==> src/inc/sleep_ctrl_defs.vh <==
`ifndef SLEEP_CTRL_DEFS_VH
`define SLEEP_CTRL_DEFS_VH
// ------------------------------------------------------------
// register byte addresses on apb
// ------------------------------------------------------------
`define ADDR_POWER_REDUCTION_0 12'h064
`define ADDR_SLEEP_MODE_CONTROL 12'h068
`define ADDR_CORE_CONTROL 12'h06c
`define ADDR_SLEEP_STATUS 12'h070
// ------------------------------------------------------------
// field positions
// ------------------------------------------------------------
`define SMC_ARM_BIT 0
`define SMC_SEL_LSB 1
`define SMC_SEL_MSB 3
`define CC_UNLOCK_BIT 5
`define CC_BOD_OFF_BIT 6
`define CC_DEBUG_DIS_BIT 7
`define PR_CONVERTER 0
`define PR_SERIAL_ZERO 1
`define PR_SPI_PORT 2
`define PR_TIMER_ONE 3
`define PR_SERIAL_ONE 4
`define PR_TIMER_ZERO 5
`define PR_TIMER_TWO 6
`define PR_TWO_WIRE 7
// ------------------------------------------------------------
// sleep mode codes
// ------------------------------------------------------------
`define MODE_IDLE 3'h0
`define MODE_NOISE_RED 3'h1
`define MODE_POWER_DOWN 3'h2
`define MODE_POWER_SAVE 3'h3
`define MODE_RSVD_A 3'h4
`define MODE_RSVD_B 3'h5
`define MODE_STANDBY 3'h6
`define MODE_EXT_STANDBY 3'h7
// ------------------------------------------------------------
// reset values and timing counts
// ------------------------------------------------------------
`define RST_BYTE 8'h00
`define UNLOCK_WINDOW_CYC 3'h4
`define BOD_OFF_DELAY_CYC 3'h3
`define BOD_OFF_HOLD_CYC 3'h3
`define STANDBY_WAKE_CYC 8'h06
`define WAKE_HALT_CYC 8'h04
`define STARTUP_CYC_DEF 8'h10
`endif

==> src/hdl/sleep_and_clock_gating_ctrl.v <==
`timescale 1ns/1ns
`include "sleep_ctrl_defs.vh"

// Behaviour
// - sleep select bits 3..1 decode idle, noise, down, save, two reserved, standby, ext
// - code 110 with crystal enters standby: power-down with oscillator, six cycle wake
// - code 111 with crystal enters extended standby: power-save with oscillator, six cycles
// - sleep instruction sleeps only while the arm bit is one
// - brown-out off bit set only by unlock write then plain write within four cycles
// - brown-out off bit active after three cycles, self-clears after three more
// - a set gate bit stops that peripheral clock and blocks its register access
// - clearing a gate bit restarts the clock with state preserved
// - gating acts in active and idle; deeper modes stop clocks anyway
// - power reduction register at 0x64 resets to zero, bit order as listed
// - timer two gate only acts while timer two is synchronous
// - an ungated timer continues exactly as before
// - enabled converter stays enabled in all sleep modes
// - comparator auto-off beyond idle and noise modes; reference kept if used
// - fuse-enabled brown-out stays on in idle and noise, and in deeper modes unless the off bit is active; enabled watchdog stays on in every sleep mode
// - input buffers off when io and converter clocks both stop, except wake pins
// - enabled debug keeps main clock in sleep; debug-disable bit turns debug off
// - reference kept on in sleep is ready at wake, else needs start-up time
// - idle stops only cpu and flash clocks; power-down stops all generated clocks but an async timer two peripheral clock
// - interrupt wake halts core four cycles beyond start-up then resumes
// - brown-out turned off for sleep is re-enabled on wake-up
module sleep_and_clock_gating_ctrl #(
    parameter STARTUP_CYC = `STARTUP_CYC_DEF
) (
    input  wire        clk_i,
    input  wire        srst_i,
    input  wire        psel_i,
    input  wire        penable_i,
    input  wire        pwrite_i,
    input  wire [11:0] paddr_i,
    input  wire [31:0] pwdata_i,
    output reg  [31:0] prdata_o,
    output reg         pready_o,
    output reg         pslverr_o,
    input  wire        sleep_instr_i,
    input  wire        wake_irq_i,
    input  wire        wake_reset_i,
    input  wire        crystal_sel_i,
    input  wire        timer_two_async_sel_i,
    input  wire        debug_enable_fuse_i,
    input  wire        scan_port_enable_fuse_i,
    input  wire        brownout_fuse_en_i,
    input  wire        converter_en_i,
    input  wire        comparator_en_i,
    input  wire        comparator_bandgap_i,
    input  wire        watchdog_en_i,
    output reg         cpu_halt_o,
    output reg         cpu_clk_en_o,
    output reg         io_clock_en_o,
    output reg         converter_clock_en_o,
    output reg         async_clk_en_o,
    output reg         main_osc_en_o,
    output reg  [7:0]  periph_clk_en_o,
    output reg  [7:0]  periph_access_ok_o,
    output reg         converter_keep_o,
    output reg         comparator_on_o,
    output reg         vref_on_o,
    output reg         vref_ready_o,
    output reg         brownout_on_o,
    output reg         watchdog_on_o,
    output reg         input_buf_en_o,
    output reg         debug_active_o
);

    // ------------------------------------------------------------
    // state
    // ------------------------------------------------------------
    localparam ST_RUN   = 2'h0;
    localparam ST_SLEEP = 2'h1;
    localparam ST_WAKE  = 2'h2;

    reg [7:0] power_reduction_0;
    reg [3:0] sleep_mode_control;
    reg       debug_disable;
    reg       unlock_pend;
    reg [2:0] unlock_cnt;
    reg       bod_off_set;
    reg       bod_off_active;
    reg [2:0] bod_off_cnt;
    reg [1:0] state;
    reg [2:0] mode;
    reg       bod_cut;
    reg [7:0] wake_cnt;
    reg       vref_in_sleep;

    wire       wr_en   = psel_i & penable_i & pwrite_i;
    wire [2:0] sel     = sleep_mode_control[`SMC_SEL_MSB:`SMC_SEL_LSB];
    wire       dbg_on  = debug_enable_fuse_i & scan_port_enable_fuse_i & ~debug_disable;
    wire       asleep  = (state == ST_SLEEP);

    // map a select code to the effective mode, reserved codes pass through unchanged
    function [2:0] eff_mode;
        input [2:0] code;
        input       xtal;
        begin
            case (code)
                `MODE_STANDBY:     eff_mode = xtal ? `MODE_STANDBY : `MODE_POWER_DOWN;
                `MODE_EXT_STANDBY: eff_mode = xtal ? `MODE_EXT_STANDBY
                                                   : `MODE_POWER_SAVE;
                default:           eff_mode = code;
            endcase
        end
    endfunction

    function is_rsvd;
        input [2:0] code;
        begin
            is_rsvd = (code == `MODE_RSVD_A) || (code == `MODE_RSVD_B);
        end
    endfunction

    // ------------------------------------------------------------
    // apb register file
    // ------------------------------------------------------------
    always @(posedge clk_i)
    begin
        if (srst_i)
        begin
            power_reduction_0  <= `RST_BYTE;
            sleep_mode_control <= 4'h0;
            debug_disable      <= 1'b0;
            unlock_pend        <= 1'b0;
            unlock_cnt         <= 3'h0;
            bod_off_set        <= 1'b0;
            pready_o           <= 1'b0;
            pslverr_o          <= 1'b0;
            prdata_o           <= 32'h0000_0000;
        end
        else
        begin
            pready_o    <= psel_i & ~penable_i;
            pslverr_o   <= 1'b0;
            bod_off_set <= 1'b0;
            if (unlock_pend)
            begin
                unlock_cnt <= unlock_cnt + 3'h1;
                if (unlock_cnt == `UNLOCK_WINDOW_CYC - 3'h1)
                    unlock_pend <= 1'b0;
            end
            if (psel_i & ~penable_i)
            begin
                case (paddr_i)
                    `ADDR_POWER_REDUCTION_0:  prdata_o <= {24'h0, power_reduction_0};
                    `ADDR_SLEEP_MODE_CONTROL: prdata_o <= {28'h0, sleep_mode_control};
                    `ADDR_CORE_CONTROL:       prdata_o <= {24'h0, debug_disable,
                                                 bod_off_active | bod_off_set,
                                                 unlock_pend, 5'h00};
                    `ADDR_SLEEP_STATUS:       prdata_o <= {27'h0, bod_cut, mode, asleep};
                    default:
                    begin
                        prdata_o  <= 32'h0000_0000;
                        pslverr_o <= ~pwrite_i;
                    end
                endcase
                if (pwrite_i && paddr_i != `ADDR_POWER_REDUCTION_0
                    && paddr_i != `ADDR_SLEEP_MODE_CONTROL && paddr_i != `ADDR_CORE_CONTROL)
                    pslverr_o <= 1'b1;
            end
            if (wr_en && pready_o)
            begin
                case (paddr_i)
                    `ADDR_POWER_REDUCTION_0:  power_reduction_0 <= pwdata_i[7:0];
                    `ADDR_SLEEP_MODE_CONTROL: sleep_mode_control <= pwdata_i[3:0];
                    `ADDR_CORE_CONTROL:
                    begin
                        debug_disable <= pwdata_i[`CC_DEBUG_DIS_BIT];
                        if (pwdata_i[`CC_BOD_OFF_BIT] & pwdata_i[`CC_UNLOCK_BIT])
                        begin
                            unlock_pend <= 1'b1;
                            unlock_cnt  <= 3'h0;
                        end
                        else if (pwdata_i[`CC_BOD_OFF_BIT] & unlock_pend)
                        begin
                            bod_off_set <= 1'b1;
                            unlock_pend <= 1'b0;
                        end
                    end
                    default: ;
                endcase
            end
        end
    end

    // ------------------------------------------------------------
    // brown-out sleep-off timing
    // ------------------------------------------------------------
    // counts delay then active window after a successful set
    always @(posedge clk_i)
    begin
        if (srst_i)
        begin
            bod_off_cnt    <= 3'h0;
            bod_off_active <= 1'b0;
        end
        else if (bod_off_set)
        begin
            bod_off_cnt    <= 3'h1;
            bod_off_active <= 1'b0;
        end
        else if (bod_off_cnt != 3'h0)
        begin
            if (!bod_off_active && bod_off_cnt == `BOD_OFF_DELAY_CYC)
            begin
                bod_off_active <= 1'b1;
                bod_off_cnt    <= 3'h1;
            end
            else if (bod_off_active && bod_off_cnt == `BOD_OFF_HOLD_CYC)
            begin
                bod_off_active <= 1'b0;
                bod_off_cnt    <= 3'h0;
            end
            else
                bod_off_cnt <= bod_off_cnt + 3'h1;
        end
    end

    // ------------------------------------------------------------
    // sleep sequencer
    // ------------------------------------------------------------
    always @(posedge clk_i)
    begin
        if (srst_i)
        begin
            state         <= ST_RUN;
            mode          <= `MODE_IDLE;
            bod_cut       <= 1'b0;
            wake_cnt      <= 8'h00;
            vref_in_sleep <= 1'b0;
        end
        else
        begin
            case (state)
                ST_RUN:
                begin
                    if (sleep_instr_i && sleep_mode_control[`SMC_ARM_BIT]
                        && !is_rsvd(sel))
                    begin
                        state   <= ST_SLEEP;
                        mode    <= eff_mode(sel, crystal_sel_i);
                        bod_cut <= bod_off_active && sel != `MODE_IDLE
                                   && sel != `MODE_NOISE_RED;
                        vref_in_sleep <= vref_on_o;
                    end
                end
                ST_SLEEP:
                begin
                    if (wake_irq_i || wake_reset_i)
                    begin
                        state   <= ST_WAKE;
                        bod_cut <= 1'b0;
                        if (mode == `MODE_STANDBY || mode == `MODE_EXT_STANDBY)
                            wake_cnt <= `STANDBY_WAKE_CYC;
                        else if (mode == `MODE_IDLE || mode == `MODE_NOISE_RED)
                            wake_cnt <= `WAKE_HALT_CYC;
                        else
                            wake_cnt <= STARTUP_CYC[7:0] + `WAKE_HALT_CYC;
                    end
                end
                ST_WAKE:
                begin
                    if (wake_cnt <= 8'h01)
                        state <= ST_RUN;
                    else
                        wake_cnt <= wake_cnt - 8'h01;
                end
                default: state <= ST_RUN;
            endcase
        end
    end

    // ------------------------------------------------------------
    // clock enables and module controls
    // ------------------------------------------------------------
    always @(posedge clk_i)
    begin
        if (srst_i)
        begin
            cpu_halt_o           <= 1'b0;
            cpu_clk_en_o         <= 1'b1;
            io_clock_en_o        <= 1'b1;
            converter_clock_en_o <= 1'b1;
            async_clk_en_o       <= 1'b1;
            main_osc_en_o        <= 1'b1;
            periph_clk_en_o      <= 8'hff;
            periph_access_ok_o   <= 8'hff;
            converter_keep_o     <= 1'b0;
            comparator_on_o      <= 1'b0;
            vref_on_o            <= 1'b0;
            vref_ready_o         <= 1'b0;
            brownout_on_o        <= 1'b0;
            watchdog_on_o        <= 1'b0;
            input_buf_en_o       <= 1'b1;
            debug_active_o       <= 1'b0;
        end
        else
        begin
            cpu_halt_o    <= (state != ST_RUN);
            cpu_clk_en_o  <= ~asleep;
            io_clock_en_o <= ~asleep || mode == `MODE_IDLE;
            converter_clock_en_o <= ~asleep || mode == `MODE_IDLE
                                    || mode == `MODE_NOISE_RED;
            async_clk_en_o <= ~asleep || mode != `MODE_POWER_DOWN
                              && mode != `MODE_STANDBY;
            main_osc_en_o <= ~asleep || mode == `MODE_IDLE || mode == `MODE_NOISE_RED
                             || mode == `MODE_STANDBY || mode == `MODE_EXT_STANDBY
                             || dbg_on;
            // gating applies while running or idle; deeper modes stop them anyway
            periph_clk_en_o <= (~asleep || mode == `MODE_IDLE) ?
                ~power_reduction_0 | {1'b0, timer_two_async_sel_i, 6'h00}
                : {1'b0, timer_two_async_sel_i, 6'h00};
            periph_access_ok_o <= ~power_reduction_0
                                  | {1'b0, timer_two_async_sel_i, 6'h00};
            converter_keep_o <= converter_en_i;
            comparator_on_o  <= comparator_en_i && (~asleep || mode == `MODE_IDLE
                                || mode == `MODE_NOISE_RED);
            vref_on_o <= brownout_fuse_en_i & ~bod_cut | converter_en_i
                         | comparator_en_i & comparator_bandgap_i;
            vref_ready_o <= (state == ST_WAKE) ? vref_in_sleep
                            : (vref_on_o & ~asleep);
            brownout_on_o  <= brownout_fuse_en_i & ~bod_cut;
            watchdog_on_o  <= watchdog_en_i;
            input_buf_en_o <= ~asleep || mode == `MODE_IDLE
                              || mode == `MODE_NOISE_RED;
            debug_active_o <= dbg_on;
        end
    end

endmodule // sleep_and_clock_gating_ctrl

==> config.mk <==
export PLATFORM = sky130hd
export DESIGN_NAME = sleep_and_clock_gating_ctrl
export DESIGN_NICKNAME = d
export VERILOG_FILES = /design/src/hdl/sleep_and_clock_gating_ctrl.v
export VERILOG_INCLUDE_DIRS = /design/src /design/src/inc
export SDC_FILE = /design/constraint.sdc
export NUM_CORES = 1
export LEC_CHECK = 0
export ABC_CLOCK_PERIOD_IN_PS = 5600
export BUFFER_PORTS_ARGS = -buffer_cell sky130_fd_sc_hd__buf_2
export CORE_MARGIN = 2
export CORE_UTILIZATION = 40
export DETAILED_ROUTE_END_ITERATION = 6
export MAX_ROUTING_LAYER = met4
export PLACE_DENSITY = 0.75
export SLEW_MARGIN = 10
export SYNTH_ARGS = -nofsm -noshare
export SYNTH_HDL_FRONTEND = slang
export SYNTH_SLANG_ARGS = --single-unit
export TNS_END_PERCENT = 1
==> constraint.sdc <==
create_clock -name clk_i -period 5.6 [get_ports clk_i]
set_clock_uncertainty 0.2 [all_clocks]
set_input_delay 0.28 -clock clk_i [delete_from_list [all_inputs] [get_ports clk_i]]
set_output_delay 0.28 -clock clk_i [all_outputs]
set_load 0.03 [all_outputs]
# Yosys cells after proc, flatten, opt, wreduce, memory -nomap -nowiden
# Cells that the tools add are included.
# Widths: inputs -> output; s select.
# totals
ff_bits	100
output_inout_bits	64
wordCells	166
input_bits	61
# classes
mux	37
eq_ne	25
n_addsub	3
reduce_logical	45
magnitude_cmp	1
bitwise	23
# ops
op	count
$eq 12x7->1 const B	4
$ne 12x7->1 const B	3
$pmux 8 s4	1
$mux 3	8
$mux 8	3
$eq 3x3->1 const B	6
$mux 1	16
$pmux 8 s2	1
$logic_and 1x1->1	12
$and 1x1->1	10
$logic_or 1x1->1	10
$mux 5	2
$reduce_and 2->1	5
$reduce_bool 2->1	5
$reduce_and 3->1	3
$le 8x1->1 const B	1
$not 1->1	8
$not 8->8	1
$or 8x7->8	1
$reduce_or 4->1	2
$sub 8x1->8 const B	1
$add 3x1->3 const B	2
$eq 3x2->1 const B	2
$mux 2	3
other kinds (17)	24

# Longest topological paths before layout
# logic_depth
word_depth	7
depth_mapped	6
depth_no_buf	6

# Worst setup path before layout
# Ideal clock, no wire load.
# synth_path
kind	register to register
from	reg wake_cnt[0]
to	reg wake_cnt[3]
setup_ns	0.070
slack_ns	3.802
n_path_buf	0
arrival_time_ns	1.528
path_stages_with_launch	7
cell_sequence	dfxtp_1 -> inv_1 -> ha_1 -> nor2_1 -> nor4b_4 -> or4_1 -> a21boi_1
# synth_between
elab_chain_cells	3
word_cells_on_any_way	6
# synth_rtl
item	line	rtl
start, declared	sleep_and_clock_gating_ctrl.v:87	reg [7:0] wake_cnt;
start signal, assigned	sleep_and_clock_gating_ctrl.v:256	wake_cnt <= `STANDBY_WAKE_CYC;
start signal, assigned	sleep_and_clock_gating_ctrl.v:258	wake_cnt <= `WAKE_HALT_CYC;
start signal, assigned	sleep_and_clock_gating_ctrl.v:260	wake_cnt <= STARTUP_CYC[7:0] + `WAKE_HALT_CYC;
$sub 8x1->8 / $le 8x1->1 (equally long branches)	sleep_and_clock_gating_ctrl.v:268, sleep_and_clock_gating_ctrl.v:265	
$mux 8 / $ne 2x2->1 (equally long branches)	n/a	
$pmux 8 s2 / $reduce_and 3->1 (equally long branches)	n/a	
# Several ways; a longest one is shown, not always the timed one. The select of a mux whose other input is x is not followed.
# A chain may end at the register's enable or synchronous reset.

==> metrics <==
post-synth design cell area 3230 um^2; sum of negative setup slack 0 ps; detailed-route via count around 2700; Final Net Count between 500 and 600; core region area approximately 8000 um^2; maximum frequency from static timing analysis approximately 0.5 GHz; die width between 90 and 100 um; number of DRC violations after detailed-routing iteration 0 between 100 and 150; first-pass GRT wire length between 10000 and 15000 um; startpoint-to-endpoint class of the critical path in -> reg; crit path capture type register; H-tree depth reported by CTS 3; PnR Total Power around 1000 uW; full die area 8810 um^2; Mapped Cells 348; TritonCTS Buffers 9; RSZ-0062 raised after global routing no; final-report hold violation count 0; antenna violations before repair 0; I/O pin cnt ~130; total power density per cell area 267 nW/um^2; worst skew pair latency roughly 360 ps; die span in y between 90 and 100 um; number of failing setup endpoints in the final timing report 0; element type at the critical path start input port; Max Fanout on Critical Path 32; share of async-settable or async-resettable flops after synthesis 0; cell at the root of the clock tree sky130_fd_sc_hd__clkbuf_8; Synth area leader sky130_fd_sc_hd__dfxtp_1; headroom to the max-slew limit 0.343; vias in the first global route between 2000 and 2500; Syn Area/Cell around 9.3 um^2; maximum number of buffers from clock root to sink 2; register clock-pin slew on the reported worst setup and hold paths ~90 ps; Post-Route Hold Slack 13.6 ps; number of synthesized flops with an enable pin 0; routed len/inst between 10 and 15 um; max-slew violation count 0; minimum clock period after layout around 2000 ps; TritonCTS sink count 76; crit share post-route 0.358; buffer and inverter count on the worst path 2; Worst EP arrival about 2000 ps; DRC violations left 0; vias per inst 5.02; area share of the largest cell type after synthesis 0.471; worst-case vdd ir drop roughly 140 uV; Area contributors post-synth sky130_fd_sc_hd__dfxtp_1 47%, sky130_fd_sc_hd__mux2i_1 6.2%, sky130_fd_sc_hd__buf_4 6.0%; detailed placer's ending HPWL roughly 5300 um; number of nets still failing antenna checks after routing 0; ordered list of cells on the worst path buf_2 > inv_1 > and2_1 > nand2_1 > o21ai_0; overall track demand over capacity in global routing 0.179; leakage approximately 0.0016 uW; number of placement rows 32; #FFs+latches synth 76; kind of cell adding the most delay to the critical path buffers and inverters; ratio of cells with drive above 1 in the final layout 0.230; weighted congestion at the end of routability-driven global placement approximately 0.9; starting density of the core 0.416; Syn. warnings 0; number of antenna diodes 0; type of the tightest min-delay check in -> reg; Pre-antenna DRT Iters 4; TritonCTS clock tree done; required time of the critical path between 5000 and 6000 ps; Worst Tran Pin Value 984 ps; Yosys cell types between 50 and 60; Area growth syn-to-layout 20.9%; PortBufs between 70 and 80; largest incremental delay on the critical path between 600 and 700 ps; PnR worst setup slack around 3600 ps; Overflow after GRT 0; # resized after CTS 0; Slowest cell on crit path sky130_fd_sc_hd__inv_1; Post-Route WL roughly 7600 um; Top FF cell, synth sky130_fd_sc_hd__dfxtp_1; internal reg-to-reg setup slack 3650 ps; part of the Yosys area used for sequential elements 0.471; commonest non-fill, non-tap cells in the layout 76 x sky130_fd_sc_hd__dfxtp_1, 76 x sky130_fd_sc_hd__buf_2, 44 x sky130_fd_sc_hd__nand2_1; max-capacitance violation count 0; maximum number of pins on one net before global-route repair 33; run status finished, final reports clean; setup slack at placement 3280 ps
[worst min-delay path, delay by kind of cell]
| family | cells | cell delay [ps] |
|---|---|---|
| buffers and inverters | 1 | 100 |
| AND/OR/NAND/NOR | 1 | 80 |
| AO/OA/AOI/OAI | 1 | 60 |
[metal layers]
layer	vias up	wire (um)	track usage
li1	1341	-	-
met3	13	417	0.0441
met4	0	160	0.0640
met5	-	0	-
met1	1272	3400	0.219
met2	96	3660	0.289
[power by group]
group          internal (uW)  switching [uW]
combinational           34.9            68.2
sequential               546            3.03
clock                    166             225
[worst paths after layout]
| kind | from | to | depth (start not counted) |
|---|---|---|---|
| max | srst_i | prdata_o[0] | 5 |
| min | crystal_sel_i | mode[2] | 3 |
| max reg2reg | state[1] | periph_clk_en_o[6] | 5 |
| min reg2reg | power_reduction_0[5] | periph_access_ok_o[5] | 1 |
[area by class of cell]
type / instances / area (um^2)
Tap cell: 102 / 128
Sequential cell: 76 / 1520
Fill cell: 747 / 3860
Inverter: 12 / 45.0
Clock inverter: 7 / 56.3
Clock buffer: 9 / 124
Timing Repair Buffer: 90 / 520
Multi-Input combinational cell: 246 / 1510
[what timing repair did]
action | CTS | global route
hold buffers | 14 | 0
setup buffers | 0 | 0
endpoints found under the hold margin | 16 | 0
endpoints found under the setup margin | 0 | 0
[registers in the layout (all words and copies together) (netlist names), 4 cells and up]
name and count:
wake_cnt 8, periph_clk_en_o 8, sleep_mode_control 4, prdata_o 8, power_reduction_0 8, periph_access_ok_o 8
[kinds of logic (layout without fill, tap and decap cells)]
family / Yosys count / in the layout / share of synthesized area
other: 1 / 24 / 0.00116
xor gates and xnor gates: 4 / 4 / 0.0108
muxes: 20 / 20 / 0.0620
and+or+nand+nor: 126 / 126 / 0.212
DFF: 76 / 76 / 0.471
buffers and inverters: 49 / 118 / 0.0879
AOI/OAI and AO/OA: 66 / 66 / 0.132
adders and majority gates: 6 / 6 / 0.0232
[through the flow]
step,instance area (um^2),instances,util
final,3910,542,0.503
after global placement,3590,512,0.462
after CTS,3910,542,0.503
after detailed placement,3590,512,0.462
after global routing,3910,542,0.503
after floorplan,3320,371,-
[cell usage after synthesis, types with 2 or more instances]
cell / n
sky130_fd_sc_hd__dfxtp_1: 76
sky130_fd_sc_hd__nand2_1: 44
sky130_fd_sc_hd__buf_4: 26
sky130_fd_sc_hd__nor2_1: 22
sky130_fd_sc_hd__a21oi_1: 20
sky130_fd_sc_hd__mux2i_1: 20
sky130_fd_sc_hd__o21ai_0: 14
sky130_fd_sc_hd__inv_1: 12
sky130_fd_sc_hd__nand3_1: 10
sky130_fd_sc_hd__clkbuf_1: 8
sky130_fd_sc_hd__nor2b_1: 7
sky130_fd_sc_hd__ha_1: 6
sky130_fd_sc_hd__nand3b_1: 5
sky130_fd_sc_hd__a22oi_1: 4
sky130_fd_sc_hd__nand2b_1: 4
sky130_fd_sc_hd__nand4_1: 4
sky130_fd_sc_hd__a2bb2oi_1: 3
sky130_fd_sc_hd__and3_1: 3
sky130_fd_sc_hd__and4_1: 3
sky130_fd_sc_hd__nor3_1: 3
sky130_fd_sc_hd__o21a_1: 3
sky130_fd_sc_hd__xnor2_1: 3
sky130_fd_sc_hd__a21boi_1: 2
sky130_fd_sc_hd__a31o_2: 2
sky130_fd_sc_hd__a31oi_1: 2
sky130_fd_sc_hd__and2_1: 2
sky130_fd_sc_hd__and3b_1: 2
sky130_fd_sc_hd__buf_2: 2
sky130_fd_sc_hd__nor3b_1: 2
sky130_fd_sc_hd__nor4_1: 2
sky130_fd_sc_hd__nor4b_1: 2
sky130_fd_sc_hd__o21bai_1: 2
sky130_fd_sc_hd__o31ai_1: 2
sky130_fd_sc_hd__or4_1: 2
Note: power is estimated with default switching activity, not from simulation.
